[src/verilog/bls_regs.svh]
`ifndef BLS_REGS_SVH
`define BLS_REGS_SVH
// clock and link rates
`define BLS_MCLK_HZ 25000000
`define BLS_SPI_HZ 12000000
`define BLS_TWI_HZ 100000
`define BLS_PROBE_MS 6
`define BLS_UART_BAUD 115200
// vector matching
`define BLS_COND_ALWAYS 4'he
`define BLS_REG_PC 4'hf
`define BLS_VEC_COUNT 8
`define BLS_VEC_SIZE 6
`define BLS_BLOCK_BYTES 512
`define BLS_BLK_LSB 0
`define BLS_NPG_LSB 13
`define BLS_PSZ_LSB 17
// xmodem framing
`define BLS_XM_SOH 8'h01
`define BLS_XM_INVITE 8'h43
`define BLS_XM_DATA 128
`define BLS_XM_FIRST_BLK 8'h01
`define BLS_CRC_POLY 16'h1021
// memory map
`define BLS_SRAM_BASE 32'h0020_0000
`define BLS_ROM_HIGH 32'h0010_0000
`define BLS_RESERVE_BYTES 3072
`define BLS_USB_HZ 48000000
`endif

[src/verilog/bls_pkg.sv]
package bls_pkg;
  typedef enum logic [1:0] {bls_src_spi, bls_src_twi, bls_src_par, bls_src_none} bls_src_t;
  typedef enum logic [1:0] {bls_dfu_enum, bls_dfu_reconf, bls_dfu_xfer, bls_dfu_manif} bls_dfu_t;
endpackage

[src/verilog/bls_seq.sv]
`include "bls_regs.svh"
`timescale 1ns/1ns
`default_nettype none
module bls_seq #(
  parameter bit HAS_EXT_BUS = 1'b1,
  parameter int SRAM_BYTES = 98304,
  parameter int PROBE_CYC = `BLS_PROBE_MS * (`BLS_MCLK_HZ / 1000)
) (
  input wire logic mclk,
  input wire logic rst_b,
  input wire logic [5:0] osc_code,
  input wire logic src_ack,
  input wire logic [1:0] src_sel,
  input wire logic [31:0] src_word,
  input wire logic src_word_valid,
  input wire logic [7:0] rx_byte,
  input wire logic rx_valid,
  input wire logic out_ready,
  input wire logic dfu_step,
  output logic [7:0] pll_mul,
  output logic pll_go,
  output logic [3:0] spi_div,
  output logic [7:0] twi_div,
  output logic pins_oe,
  output logic [1:0] probe_src,
  output logic [6:0] twi_addr,
  output logic [7:0] blocks,
  output logic [3:0] page_log2,
  output logic [14:0] page_size,
  output logic uart_on,
  output logic [7:0] uart_div,
  output logic dfu_on,
  output logic [1:0] dfu_state,
  output logic tx_valid,
  output logic [7:0] tx_byte,
  output logic [7:0] out_byte,
  output logic out_valid,
  output logic [31:0] wr_addr,
  output logic irq_off,
  output logic remapped,
  output logic [31:0] pc,
  output logic too_big
);
  typedef enum logic [2:0] {s_pll, s_probe, s_check, s_copy, s_upload, s_release,
    s_remap, s_run} bls_state_t;
  bls_state_t st;
  logic [1:0] rs;
  logic rst_s;
  logic [3:0] vec_idx;
  logic vec_bad;
  logic [31:0] probe_cnt;
  logic [7:0] xb [0:132];
  logic [7:0] x_idx;
  logic [7:0] blk_num;
  logic [15:0] crc;
  logic [1:0] buf_cnt;
  logic [7:0] buf0, buf1;
  logic in_ok;

  // branch or pc-relative load with always condition
  function automatic logic bls_vec_ok(input logic [31:0] w);
    logic br, ld;
    br = w[27:24] == 4'ha;
    ld = w[27:26] == 2'b01 && w[24] && w[21] && w[20] &&
      w[19:16] == `BLS_REG_PC && w[15:12] == `BLS_REG_PC;
    return w[31:28] == `BLS_COND_ALWAYS && (br || ld);
  endfunction

  function automatic logic [15:0] bls_crc(input logic [15:0] c, input logic [7:0] d);
    logic [15:0] r;
    r = c ^ {d, 8'h00};
    for (int i = 0; i < 8; i++) begin
      r = r[15] ? ((r << 1) ^ `BLS_CRC_POLY) : (r << 1);
    end
    return r;
  endfunction

  ////////////////////////////////////////////////////////////////////////////
  // reset release through two flops
  always_ff @(posedge mclk or negedge rst_b) begin
    if (!rst_b) rs <= 2'b00;
    else rs <= {rs[0], 1'b1};
  end
  assign rst_s = rs[1];

  ////////////////////////////////////////////////////////////////////////////
  // main sequence
  always_ff @(posedge mclk or negedge rst_s) begin
    if (!rst_s) begin
      st <= s_pll;
      pll_go <= 1'b0;
      pll_mul <= 8'h00;
      probe_src <= bls_pkg::bls_src_spi;
      vec_idx <= 4'h0;
      vec_bad <= 1'b0;
      probe_cnt <= 32'h0;
      pins_oe <= 1'b0;
      blocks <= 8'h00;
      page_log2 <= 4'h0;
      page_size <= 15'h0000;
      uart_on <= 1'b0;
      dfu_on <= 1'b0;
      irq_off <= 1'b0;
      remapped <= 1'b0;
      pc <= `BLS_ROM_HIGH;
    end else begin
      case (st)
        s_pll: begin
          // table index stands for one listed crystal; others leave pll idle
          pll_go <= osc_code < 6'd34;
          pll_mul <= (osc_code < 6'd34) ? 8'(osc_code) + 8'h01 : 8'h00;
          st <= s_probe;
          pins_oe <= 1'b1;
        end
        s_probe: begin
          probe_cnt <= probe_cnt + 32'h1;
          if (src_word_valid && src_sel == probe_src) begin
            if (probe_src == bls_pkg::bls_src_twi && !src_ack) begin
              probe_src <= HAS_EXT_BUS ? bls_pkg::bls_src_par : bls_pkg::bls_src_none;
              vec_idx <= 4'h0;
            end else begin
              // vector six carries the size word, so it is exempt from matching
              vec_bad <= vec_bad | (vec_idx != 4'(`BLS_VEC_SIZE) &&
                !bls_vec_ok(src_word));
              if (vec_idx == 4'(`BLS_VEC_SIZE)) begin
                blocks <= src_word[`BLS_BLK_LSB +: 8];
                if (probe_src == bls_pkg::bls_src_spi) begin
                  page_log2 <= src_word[`BLS_NPG_LSB +: 4];
                  page_size <= src_word[`BLS_PSZ_LSB +: 15];
                end
              end
              vec_idx <= vec_idx + 4'h1;
              if (vec_idx == 4'(`BLS_VEC_COUNT - 1)) st <= s_check;
            end
          end else if (probe_src == bls_pkg::bls_src_none || probe_cnt >= 32'(PROBE_CYC)) begin
            st <= s_upload;
          end
        end
        s_check: begin
          vec_idx <= 4'h0;
          vec_bad <= 1'b0;
          if (!vec_bad) st <= s_copy;
          else begin
            st <= s_probe;
            // fixed probe order
            case (probe_src)
              bls_pkg::bls_src_spi: probe_src <= bls_pkg::bls_src_twi;
              bls_pkg::bls_src_twi: probe_src <= HAS_EXT_BUS ? bls_pkg::bls_src_par
                : bls_pkg::bls_src_none;
              default: probe_src <= bls_pkg::bls_src_none;
            endcase
          end
        end
        s_copy: if (src_word_valid && src_sel == bls_pkg::bls_src_none) st <= s_release;
        s_upload: begin
          uart_on <= 1'b1;
          dfu_on <= 1'b1;
          if (dfu_state == bls_pkg::bls_dfu_manif && dfu_step) st <= s_release;
        end
        s_release: begin
          pins_oe <= 1'b0;
          uart_on <= 1'b0;
          dfu_on <= 1'b0;
          irq_off <= 1'b1;
          st <= s_remap;
        end
        s_remap: begin
          remapped <= 1'b1;
          st <= s_run;
        end
        s_run: pc <= 32'h0;
        default: st <= s_pll;
      endcase
    end
  end

  ////////////////////////////////////////////////////////////////////////////
  // fixed rates and fixed eeprom address
  always_ff @(posedge mclk or negedge rst_s) begin
    if (!rst_s) begin
      spi_div <= 4'h0;
      twi_div <= 8'h00;
      uart_div <= 8'h00;
      twi_addr <= 7'h00;
    end else begin
      // spi and twi rounded up so neither link exceeds its rate; uart rounds down
      spi_div <= 4'((`BLS_MCLK_HZ + `BLS_SPI_HZ - 1) / `BLS_SPI_HZ);
      twi_div <= 8'((`BLS_MCLK_HZ + `BLS_TWI_HZ - 1) / `BLS_TWI_HZ);
      uart_div <= 8'(`BLS_MCLK_HZ / (16 * `BLS_UART_BAUD));
      twi_addr <= 7'h00;
    end
  end

  ////////////////////////////////////////////////////////////////////////////
  // xmodem receive: invite, frame, crc, block number
  assign in_ok = buf_cnt != 2'd2;
  always_ff @(posedge mclk or negedge rst_s) begin
    if (!rst_s) begin
      tx_valid <= 1'b0;
      tx_byte <= 8'h00;
      x_idx <= 8'h00;
      blk_num <= `BLS_XM_FIRST_BLK;
      crc <= 16'h0000;
      too_big <= 1'b0;
      wr_addr <= `BLS_SRAM_BASE;
    end else begin
      tx_valid <= st == s_upload && x_idx == 8'h00 && !rx_valid;
      tx_byte <= `BLS_XM_INVITE;
      if (st == s_upload && rx_valid && in_ok) begin
        xb[x_idx] <= rx_byte;
        if (x_idx == 8'h00 && rx_byte != `BLS_XM_SOH) x_idx <= 8'h00;
        else if (x_idx == 8'(`BLS_XM_DATA + 4)) begin
          x_idx <= 8'h00;
          crc <= 16'h0000;
          // block number advances only when number, complement and crc all match
          if (xb[1] == blk_num && xb[2] == ~blk_num &&
              {xb[3 + `BLS_XM_DATA], rx_byte} == crc) begin
            blk_num <= blk_num + 8'h01;
          end
        end else begin
          // the two crc bytes themselves stay out of the sum
          if (x_idx >= 8'h03 && x_idx < 8'(3 + `BLS_XM_DATA)) begin
            crc <= bls_crc(crc, rx_byte);
          end
          x_idx <= x_idx + 8'h01;
        end
      end
      if (out_valid && out_ready) begin
        wr_addr <= wr_addr + 32'h1;
        too_big <= too_big | (wr_addr - `BLS_SRAM_BASE >=
          32'(SRAM_BYTES - `BLS_RESERVE_BYTES - 1)); // reaching the limit is too big
      end
    end
  end

  ////////////////////////////////////////////////////////////////////////////
  // two-entry skid buffer for received data bytes
  always_ff @(posedge mclk or negedge rst_s) begin
    if (!rst_s) begin
      buf_cnt <= 2'd0;
      buf0 <= 8'h00;
      buf1 <= 8'h00;
      out_valid <= 1'b0;
    end else begin
      if (st == s_upload && rx_valid && in_ok && x_idx >= 8'h03 &&
          x_idx < 8'(3 + `BLS_XM_DATA)) begin
        if (buf_cnt == 2'd0 || (buf_cnt == 2'd1 && out_ready)) buf0 <= rx_byte;
        else buf1 <= rx_byte;
        buf_cnt <= (buf_cnt == 2'd1 && out_ready) ? 2'd1 : buf_cnt + 2'd1;
        out_valid <= 1'b1;
      end else if (buf_cnt != 2'd0 && out_ready) begin
        buf0 <= buf1;
        buf_cnt <= buf_cnt - 2'd1;
        out_valid <= buf_cnt != 2'd1; // registered copy of a non-empty buffer
      end
    end
  end
  assign out_byte = buf0;

  ////////////////////////////////////////////////////////////////////////////
  // dfu phase tracking
  always_ff @(posedge mclk or negedge rst_s) begin
    if (!rst_s) dfu_state <= bls_pkg::bls_dfu_enum;
    else if (dfu_on && dfu_step && dfu_state != bls_pkg::bls_dfu_manif)
      dfu_state <= bls_pkg::bls_dfu_t'(dfu_state + 2'd1);
  end

  ////////////////////////////////////////////////////////////////////////////
  a_remap_order: assert property (@(posedge mclk) disable iff (!rst_s)
    $rose(remapped) |-> irq_off && !pins_oe) else $error("remap before release");
  a_jump_zero: assert property (@(posedge mclk) disable iff (!rst_s)
    $rose(remapped) |=> ##1 pc == 32'h0) else $error("no jump to zero");
  a_invite_char: assert property (@(posedge mclk) disable iff (!rst_s)
    tx_valid |-> tx_byte == 8'h43) else $error("wrong invite");
  a_eeprom_addr: assert property (@(posedge mclk) disable iff (!rst_s)
    twi_addr == 7'h00) else $error("eeprom address");
  a_upload_ports: assert property (@(posedge mclk) disable iff (!rst_s)
    st == s_upload |=> uart_on && dfu_on) else $error("uploader off");
  a_no_par: assert property (@(posedge mclk) disable iff (!rst_s)
    !HAS_EXT_BUS |-> probe_src != bls_pkg::bls_src_par) else $error("parallel probed");
  a_pll_first: assert property (@(posedge mclk) disable iff (!rst_s)
    pins_oe && !remapped |-> $past(st) != s_pll || pll_go || pll_mul == 8'h00)
    else $error("pll skipped");
  a_blk_step: assert property (@(posedge mclk) disable iff (!rst_s)
    blk_num != $past(blk_num) |-> blk_num == 8'($past(blk_num) + 8'h01))
    else $error("block number step");
  c_upload: cover property (@(posedge mclk) st == s_upload);
  c_copy: cover property (@(posedge mclk) st == s_copy);
  c_block: cover property (@(posedge mclk) blk_num == 8'h02);
endmodule
`default_nettype wire

[config.mk]
export PLATFORM = sky130hd
export DESIGN_NAME = bls_seq
export DESIGN_NICKNAME = d
export VERILOG_FILES = /design/src/verilog/bls_pkg.sv /design/src/verilog/bls_seq.sv
export VERILOG_INCLUDE_DIRS = /design/src /design/src/verilog
export SDC_FILE = /design/constraint.sdc
export NUM_CORES = 1
export LEC_CHECK = 0
export ABC_AREA = 1
export BUFFER_PORTS_ARGS = -buffer_cell sky130_fd_sc_hd__buf_2
export CAP_MARGIN = 20
export CELL_PAD_IN_SITES_DETAIL_PLACEMENT = 0
export CELL_PAD_IN_SITES_GLOBAL_PLACEMENT = 1
export CORE_MARGIN = 10
export CORE_UTILIZATION = 39
export DETAILED_ROUTE_END_ITERATION = 12
export PLACE_DENSITY = 0.87
export SYNTH_ARGS = -nofsm -noshare
export SYNTH_HDL_FRONTEND = slang
export SYNTH_SLANG_ARGS = --single-unit
[constraint.sdc]
create_clock -name mclk -period 5.65 [get_ports mclk]
set_clock_uncertainty 0.05 [all_clocks]
set_input_delay 1.695 -clock mclk [delete_from_list [all_inputs] [get_ports mclk]]
set_output_delay 1.695 -clock mclk [all_outputs]
set_load 0.02 [all_outputs]
==> results of run 1 <==
[Yosys cell counts (3+ instances only)]
library cell,instances
xor2_1,43
clkbuf_1,3
ha_1,14
nor2_1,115
o21ai_1,17
nand4_1,12
nand2_4,3
nor2_4,3
nor3_1,28
nand2_2,6
nor2_2,5
buf_2,7
buf_6,6
buf_4,67
o21ai_0,24
nand3_1,85
nor4_1,5
inv_1,143
dfrtp_1,146
inv_2,10
nand3b_1,10
nand2_1,380
a21oi_1,10
o21ai_2,15
xnor2_1,6
[layout make-up]
cell class / instances / share of cell area
clock buffers: 17 / 0.0422
clock inverters: 15 / 0.0165
inverters: 153 / 0.0569
multi-input cells: 850 / 0.405
flip-flops and latches: 148 / 0.368
well taps: 280 / 0.0347
repair buffers: 154 / 0.0769
[where the power goes]
group          total [uW]  internal, uW  switching [uW]
combinational         101          22.3            78.3
sequential           1070          1060            4.47
clock                1160           661             495
[layer usage]
layer,wire [um],vias to the layer above,share of wire,GRT usage
met5,0,-,0,0
li1,-,3844,-,-
met2,10200,151,0.47,0.249
met4,210,0,0.0098,0.0389
met1,9960,3312,0.46,0.191
met3,1130,16,0.053,0.0361
[worst max-delay path, delay by kind of cell]
family	cells	cell delay, ps
compound gates	1	80
buf+inv	4	320
simple gates	6	1260
[worst max path at each step]
stage	end	slack, ps	cells past startpoint
2_1_floorplan	blocks[0]	1170	0
3_3_place_gp	page_size[14]	2080	11
3_5_place_dp	page_size[2]	2080	11
4_1_cts	page_size[2]	2520	11
5_1_grt	page_size[7]	2300	10
6_report	page_size[2]	2510	11
[through the flow]
stage | instance area, um2 | total power [uW] | instances | hold WS (ps)
final | 10100 | 2320 | 1617 | 184
after global routing | 10100 | 2410 | 1617 | 221
after CTS | 10100 | 2360 | 1617 | 208
after detailed placement | 9500 | 1190 | 1585 | 201
after global placement | 9500 | 1190 | 1585 | 198
after floorplan | 8980 | 1180 | 1234 | 281
[cells by family after synthesis]
family,after synthesis,synth area share
DFF,148,0.422
other,2,0.000855
and+or+nand+nor,661,0.324
AOI/OAI and AO/OA,70,0.0474
xor gates and xnor gates,49,0.0489
adders and majority gates,14,0.0199
buffers and inverters,236,0.136
muxes,1,0.00128
[sequential cells by signal (all words and copies together) (netlist names), 2 cells and up]
name	count
blocks	8
buf1	8
buf_cnt	2
dfu_state	2
out_byte	8
page_log2	4
page_size	15
pll_mul	7
probe_cnt	32
probe_src	2
rs	2
st	3
vec_idx	4
wr_addr	32
x_idx	8
==> out/metrics.cfg, run 1 <==
[setup_path]
critPathLaunchType=primary input
crit_path_max_incr_delay_ps=600
critPathKind=primary input to register
critPathLaunch=src_sel[1]
cp_slowest_cell=nand3_2
crit_chain=buf_2 > inv_1 > nand2_1 > nand2_1 > inv_1 > nor2_1 > nand2_1 > inv_2 > nand3_2 > nand2_1 > o21ai_2
r2r-start=st[1]
rrSetupSlack_ps=3170
reg2reg_to=page_size[2]
cp.required_ps=5880
crit_arrival_ps=3370
critPathCaptureType=register
cp_max_fo=38
reg2reg_depth=8
crit_path_frequent_cell=nand2_1

[synthesis]
yosys.area.top_type=dfrtp_1
synth_cell_types=39
synth_ff_type=dfrtp_1
syn-cell-area_um2=8780
yosysTopAreaCellShare=0.416
ys_seq_area_frac=0.422
yosys_warnings=0
synth-seq-cells=148
synth_edf_count=0
async_reset_ff_frac=1.00
syn_avg_cell_area_um2=7.44
ys_top_cells_by_area=dfrtp_1 (42%), nand2_1 (16%), inv_1 (6.1%)
syn_inst=1181

[finish]
mostFrequentLayoutCells=nand2_1 (380), buf_2 (152), dfrtp_1 (145), inv_1 (143), nor2_1 (115)
multi_input_area_um2=4090
antennaDiodeCount=0
drive_above_1_share=0.180
final_util=0.459
fin_nets=1393
final_common_cell=nand2_1
seq_area_um2=3710
syn2layout_area_growth_pct=14.8
nFillCells=2235

[route]
drt_iter0_markers=505
ant_nets=0
routed_via_density=4.53
dr.pass1.iters=5
post-route-drc-count=0
vias=7323
finalWirelength_um=21500
routedWlPerCell_um=13.3

[timing]
rsz0062_at_grt=false
setup_tns_ps=0
slew_viol_final=0
fin_ws_ps=2510
fmax_mhz=319
setup_violations=0
period_share=0.555
period_minus_slack_ps=3140
tightest_slew_ps=834
slew_headroom=0.444
final_hold_viol_count=0

[job]
maxCapViolCount=0

[placed_design]
dpl_worst_slack_ps=2080
post-dp-hpwl_um=16600
io_buffers=152
gp_congestion=0.872

[floorplanning]
dieWidth_um=170
fp.dieArea_um2=28900
start_util=0.400
die_h_um=170
num_rows=54
ios=210
core_um2=22000

[cts]
cts_buffer_depth=2
cts_resized=0
cts.htree.levels=4
insertion_delay_ps=430
holdBufCountCts=0
tritoncts=built
clkTransAtPathRegs_ps=70
post_cts_buffers=0
cts_buffers=17
cts.sinks=148
cts_root_buf=clkbuf_16

[grt]
antenna_found_initial=0
grt_usage=0.150
grt_pass1_vias=7180
grt_max_degree=64
grt_pass1_wl_um=35800
overflow=0

[pwr]
p_per_area_nw_per_um2=230
leakagePower_uw=0.00559
ir_worst_vdd_uv=179

[outcome]
status=finished clean

[min_path]
hold_class=register to asynchronous set/reset pin

Note: power is estimated with default switching activity, not from simulation.
==> run 2: changes to the inputs <==
CORE_UTILIZATION = 35   (was 39)
PLACE_DENSITY = 0.83   (was 0.87)
clock period = 2.8 ns   (was 5.65 ns; I/O delays follow)
==> run 2 against run 1 <==
Effect of this change: core utilization fell by 4.5 points; critical path depth fell by 10; die area rose by 10%; total power rose by 94%; first-iteration DRC count rose by 0.40%; cell count rose by 3.2%; non-clock buffer count rose by 7; hold slack got worse by 52 ps; sequential power rose by 100%; via count rose by 1.2%.
==> out/metrics.cfg, run 2 (synthesis gave the netlist of run 1 again) <==
[timing]
setup_tns_ps=0  ; unchanged
fmax_mhz=479
period_minus_slack_ps=2090
period_share=0.745
slew_viol_final=0  ; unchanged
slew_headroom=0.510  ; +0.0663
final_hold_viol_count=0  ; unchanged
rsz0062_at_grt=false
tightest_slew_ps=727  ; -107 ps
setup_violations=0  ; unchanged

[setup_path]
rrSetupSlack_ps=750  ; -2420 ps
crit_path_max_incr_delay_ps=590  ; about the same
reg2reg_depth=9  ; +1
cp_max_fo=6  ; -84%
crit_chain=buf_2
crit_family=flip-flops
critPathLaunchType=register
path_buf_inv=1  ; -3
crit_arrival_ps=1200  ; -2170 ps
cp_slowest_cell=dfstp_2
r2r-start=wr_addr[0]
critPathKind=register to primary output
cp.required_ps=1910  ; -3970 ps
reg2reg_to=wr_addr[22]
critPathCaptureType=primary output

[floorplanning]
die_h_um=178  ; +4.9%
core_um2=24500  ; +12%
dieWidth_um=178  ; +4.9%
start_util=0.358  ; -0.0420
num_rows=57  ; +5.6%
ios=210  ; unchanged
fp.dieArea_um2=31800  ; +10%

[cts]
cts_root_buf=clkbuf_16
cts_buffer_depth=2  ; unchanged
insertion_delay_ps=430  ; about the same
cts.htree.levels=4  ; unchanged
cts.sinks=148  ; unchanged
cts_resized=0  ; unchanged
tritoncts=built
post_cts_buffers=0  ; unchanged
cts_buffers=17  ; unchanged
holdBufCountCts=0  ; unchanged
clkTransAtPathRegs_ps=70  ; about the same

[outcome]
status=finished clean

[finish]
mostFrequentLayoutCells=nand2_1 (380), buf_2 (152), dfrtp_1 (145), inv_1 (143), nor2_1 (115)
fin_area_um2=10200  ; +0.74%
top_regs=probe_cnt (32), wr_addr (32), page_size (15)
antennaDiodeCount=0  ; unchanged
drive_above_1_share=0.184  ; +0.00427
syn2layout_area_growth_pct=15.7
fin_nets=1400  ; +0.50%
final_common_cell=nand2_1

[route]
ant_nets=0  ; unchanged
routed_via_density=4.44  ; -1.9%
routedWlPerCell_um=13.2  ; -0.41%
drt_iter0_markers=507  ; +0.40%
finalWirelength_um=22100  ; +2.7%
vias=7412  ; +1.2%
dr.pass1.iters=5  ; unchanged
post-route-drc-count=0  ; unchanged

[grt]
overflow=0  ; unchanged
grt_max_degree=90  ; +41%
grt_usage=0.141  ; -0.00919
grt_pass1_vias=7402  ; +3.1%
grt_pass1_wl_um=36500  ; +2.1%
antenna_found_initial=0  ; unchanged

[pwr]
p_per_area_nw_per_um2=444  ; +93%
ir_worst_vdd_uv=235  ; +31%
leakagePower_uw=0.00561  ; +0.37%

[placed_design]
post-dp-hpwl_um=17300  ; +3.9%
io_buffers=152  ; unchanged
placed_cell_area_um2=9620  ; +1.3%
gp_congestion=0.874  ; +0.30%

[min_path]
hold_class=primary input to asynchronous set/reset pin

[job]
maxCapViolCount=0  ; unchanged

[run 2: cell types whose count changed in the layout (fill, tap and decap cells not counted)]
cell / previous run / this run
buf_4: 2 / 8
inv_6: 8 / 5
bufinv_16: 2 / 0
clkinv_2: 1 / 3
inv_8: 0 / 2
buf_12: 0 / 1
clkinv_4: 1 / 2
[run 2: worst max path at each step]
stage                           start           to  slack [ps]  depth (start not counted)
after floorplan                 rs[1]    blocks[0]         300                          0
after global placement       rx_valid      buf1[4]         500                         10
after detailed placement     rx_valid      buf1[5]         480                         10
after CTS                 wr_addr[21]  wr_addr[21]         690                          1
after global routing       wr_addr[0]  wr_addr[22]         540                          9
final                     wr_addr[21]  wr_addr[21]         710                          1
[run 2: layout make-up]
cell class                      instances  area, um2
Clock buffer                           17        425
Tap cell                              324        405
Multi-Input combinational cell        850       4090
Timing Repair Buffer                  161        841
Sequential cell                       148       3710
Fill cell                            2608      14400
Clock inverter                         15        121
Inverter                              153        574
[run 2: per-layer routing]
layer  track usage  routed length [um]  vias to the layer above
li1              -                   -                     3848
met1         0.176               10100                     3410
met2         0.237               10700                      143
met3        0.0313                1100                       11
met4        0.0410                 180                        0
met5             0                   0                        -
[run 2: per-stage QoR]
step | util | worst slack, ps | cells | hold slack (ps) | power [uW]
finish | 0.414 | 714 | 1668 | 131 | 4510
global route | 0.414 | 541 | 1668 | 111 | 4700
CTS | 0.414 | 691 | 1668 | 112 | 4590
detailed placement | 0.392 | 480 | 1636 | 209 | 2400
global placement | 0.392 | 503 | 1636 | 201 | 2400
floorplan | - | 297 | 1234 | 281 | 2390
[run 2: power breakdown]
part | total, uW | switching (uW) | internal [uW]
Combinational | 205 | 157 | 48.1
Sequential | 2150 | 9.70 | 2140
Clock | 2160 | 1000 | 1160
==> run 3: changes to the inputs <==
clock period = 1.9 ns   (was 2.8 ns; I/O delays follow)
==> run 3 against run 2 <==
Effect of this change: design area is 3.1% higher; clock power is 54% higher; sequential cell count unchanged; global-route usage fell by 0.20 points; sequential share of layout area shrank 1.1 points; setup slack lost 650 ps; wire length rose by 0.40%; cell count increased by 1.6%; critical path type unchanged.
==> out/metrics.cfg, run 3 (synthesis gave the netlist of run 1 again) <==
[finish]
antennaDiodeCount=0  ; unchanged
mostFrequentLayoutCells=nand2_1 (380), buf_2 (151), dfrtp_1 (144), inv_1 (143), nor2_1 (113)
layout.cells.non_filler=1695  ; +1.6%
nFillCells=2589  ; -0.73%
drive_above_1_share=0.201  ; +0.0168
final_common_cell=nand2_1
fin_nets=1427  ; +1.9%
syn2layout_area_growth_pct=19.3
top_regs=probe_cnt (32), wr_addr (32), page_size (15)

[grt]
overflow=0  ; unchanged
grt_pass1_vias=7258  ; -1.9%
grt_max_degree=60  ; -33%
antenna_found_initial=0  ; unchanged
grt_pass1_wl_um=36300  ; -0.76%
grt_usage=0.139  ; -0.00203

[setup_path]
cp.required_ps=1280  ; -630 ps
crit_chain=buf_4 > buf_4
rrSetupSlack_ps=150  ; -600 ps
critPathCaptureType=primary output
critPathLaunchType=register
r2r-start=st[2]
reg2reg_to=probe_cnt[19]
reg2reg_depth=7  ; -2
cp_max_fo=5  ; -1
cp-endpoint=wr_addr[21]
critPathLaunch=wr_addr[21]
cp_slowest_cell=dfstp_2
crit_arrival_ps=1220  ; +20 ps
critPathKind=register to primary output
crit_path_max_incr_delay_ps=530  ; -60 ps
crit_path_frequent_cell=buf_4

[floorplanning]
dieWidth_um=178  ; unchanged
start_util=0.358  ; unchanged
core_um2=24500  ; unchanged
ios=210  ; unchanged
die_h_um=178  ; unchanged
fp.dieArea_um2=31800  ; unchanged
num_rows=57  ; unchanged

[cts]
tritoncts=built
cts_root_buf=clkbuf_16
clkTransAtPathRegs_ps=70  ; about the same
cts.htree.levels=4  ; unchanged
cts_buffer_depth=2  ; unchanged
insertion_delay_ps=420  ; about the same
cts_buffers=17  ; unchanged
cts.sinks=148  ; unchanged

[route]
ant_nets=0  ; unchanged
routed_via_density=4.42  ; -0.48%
routedWlPerCell_um=13.1  ; -1.2%
vias=7496  ; +1.1%
finalWirelength_um=22200  ; +0.40%
dr.pass1.iters=5  ; unchanged
drt_iter0_markers=422  ; -17%
post-route-drc-count=0  ; unchanged

[timing]
tightest_slew_ps=658  ; -68.7 ps
final_hold_viol_count=0  ; unchanged
period_share=0.969
period_minus_slack_ps=1840
setup_tns_ps=0  ; unchanged
slew_viol_final=0  ; unchanged
slew_headroom=0.557  ; +0.0463
setup_violations=0  ; unchanged
fin_ws_ps=59.1  ; -655 ps
rsz0062_at_grt=false
fmax_mhz=543

[pwr]
p_per_area_nw_per_um2=650  ; +46%
ir_worst_vdd_uv=344  ; +46%
leakagePower_uw=0.00577  ; +3.0%

[placed_design]
io_buffers=152  ; unchanged
dpl_worst_slack_ps=43.6  ; -437 ps
post-dp-hpwl_um=17700  ; +2.3%
gp_congestion=0.861  ; -1.5%
place_inst=1661  ; +1.5%

[job]
maxCapViolCount=0  ; unchanged

[min_path]
hold_class=register to asynchronous set/reset pin

[outcome]
status=finished clean

-- run 3: how the worst min path moves through the flow --
stage                   from            end  cells past startpoint
floorplan              rst_b          rs[0]                      0
global placement       rs[1]  probe_cnt[30]                      0
detailed placement     rs[1]  probe_cnt[30]                      0
CTS                 rx_valid       tx_valid                      2
global route        rx_valid       tx_valid                      2
finish                 rs[1]  probe_cnt[30]                      0
-- run 3: where the power goes --
group	internal [uW]	total [uW]	switching, uW
registers	3160	3170	17.1
logic	78.1	310	232
clock network	1980	3330	1350
-- run 3: metrics by stage --
step	total power, uW	hold WS, ps	instance area, um2	utilization
final	6810	250	10500	0.427
after detailed placement	3540	249	9840	0.401
after global placement	3540	244	9840	0.401
after CTS	6920	249	10400	0.425
after floorplan	3520	224	8990	-
after global routing	7110	259	10500	0.427
-- run 3: metal layers --
layer	vias up	track usage	share of wire
met5	-	0	0
met3	13	0.0323	0.057
li1	3899	-	-
met2	153	0.235	0.49
met1	3431	0.175	0.44
met4	0	0.0324	0.0077
-- run 3: layout make-up --
cell class,instances,area [um2],share of cell area
Sequential cell,148,3710,0.354
Multi-Input combinational cell,851,4130,0.394
Clock buffer,21,450,0.0430
Inverter,153,574,0.0548
Clock inverter,11,126,0.0121
Tap cell,324,405,0.0387
Timing Repair Buffer,187,1080,0.103
-- run 3: what timing repair did --
item,4_1_cts,5_1_grt
endpoints found under the hold margin,2,0
gates resized for setup,0,10
hold buffers,1,0
setup buffers,0,0
endpoints found under the setup margin,0,24
-- run 3: critical path: cells and delay by family (launching register included) --
kind,cells,cell delay (ps)
flip-flops,1,530
buffers and inverters,2,270
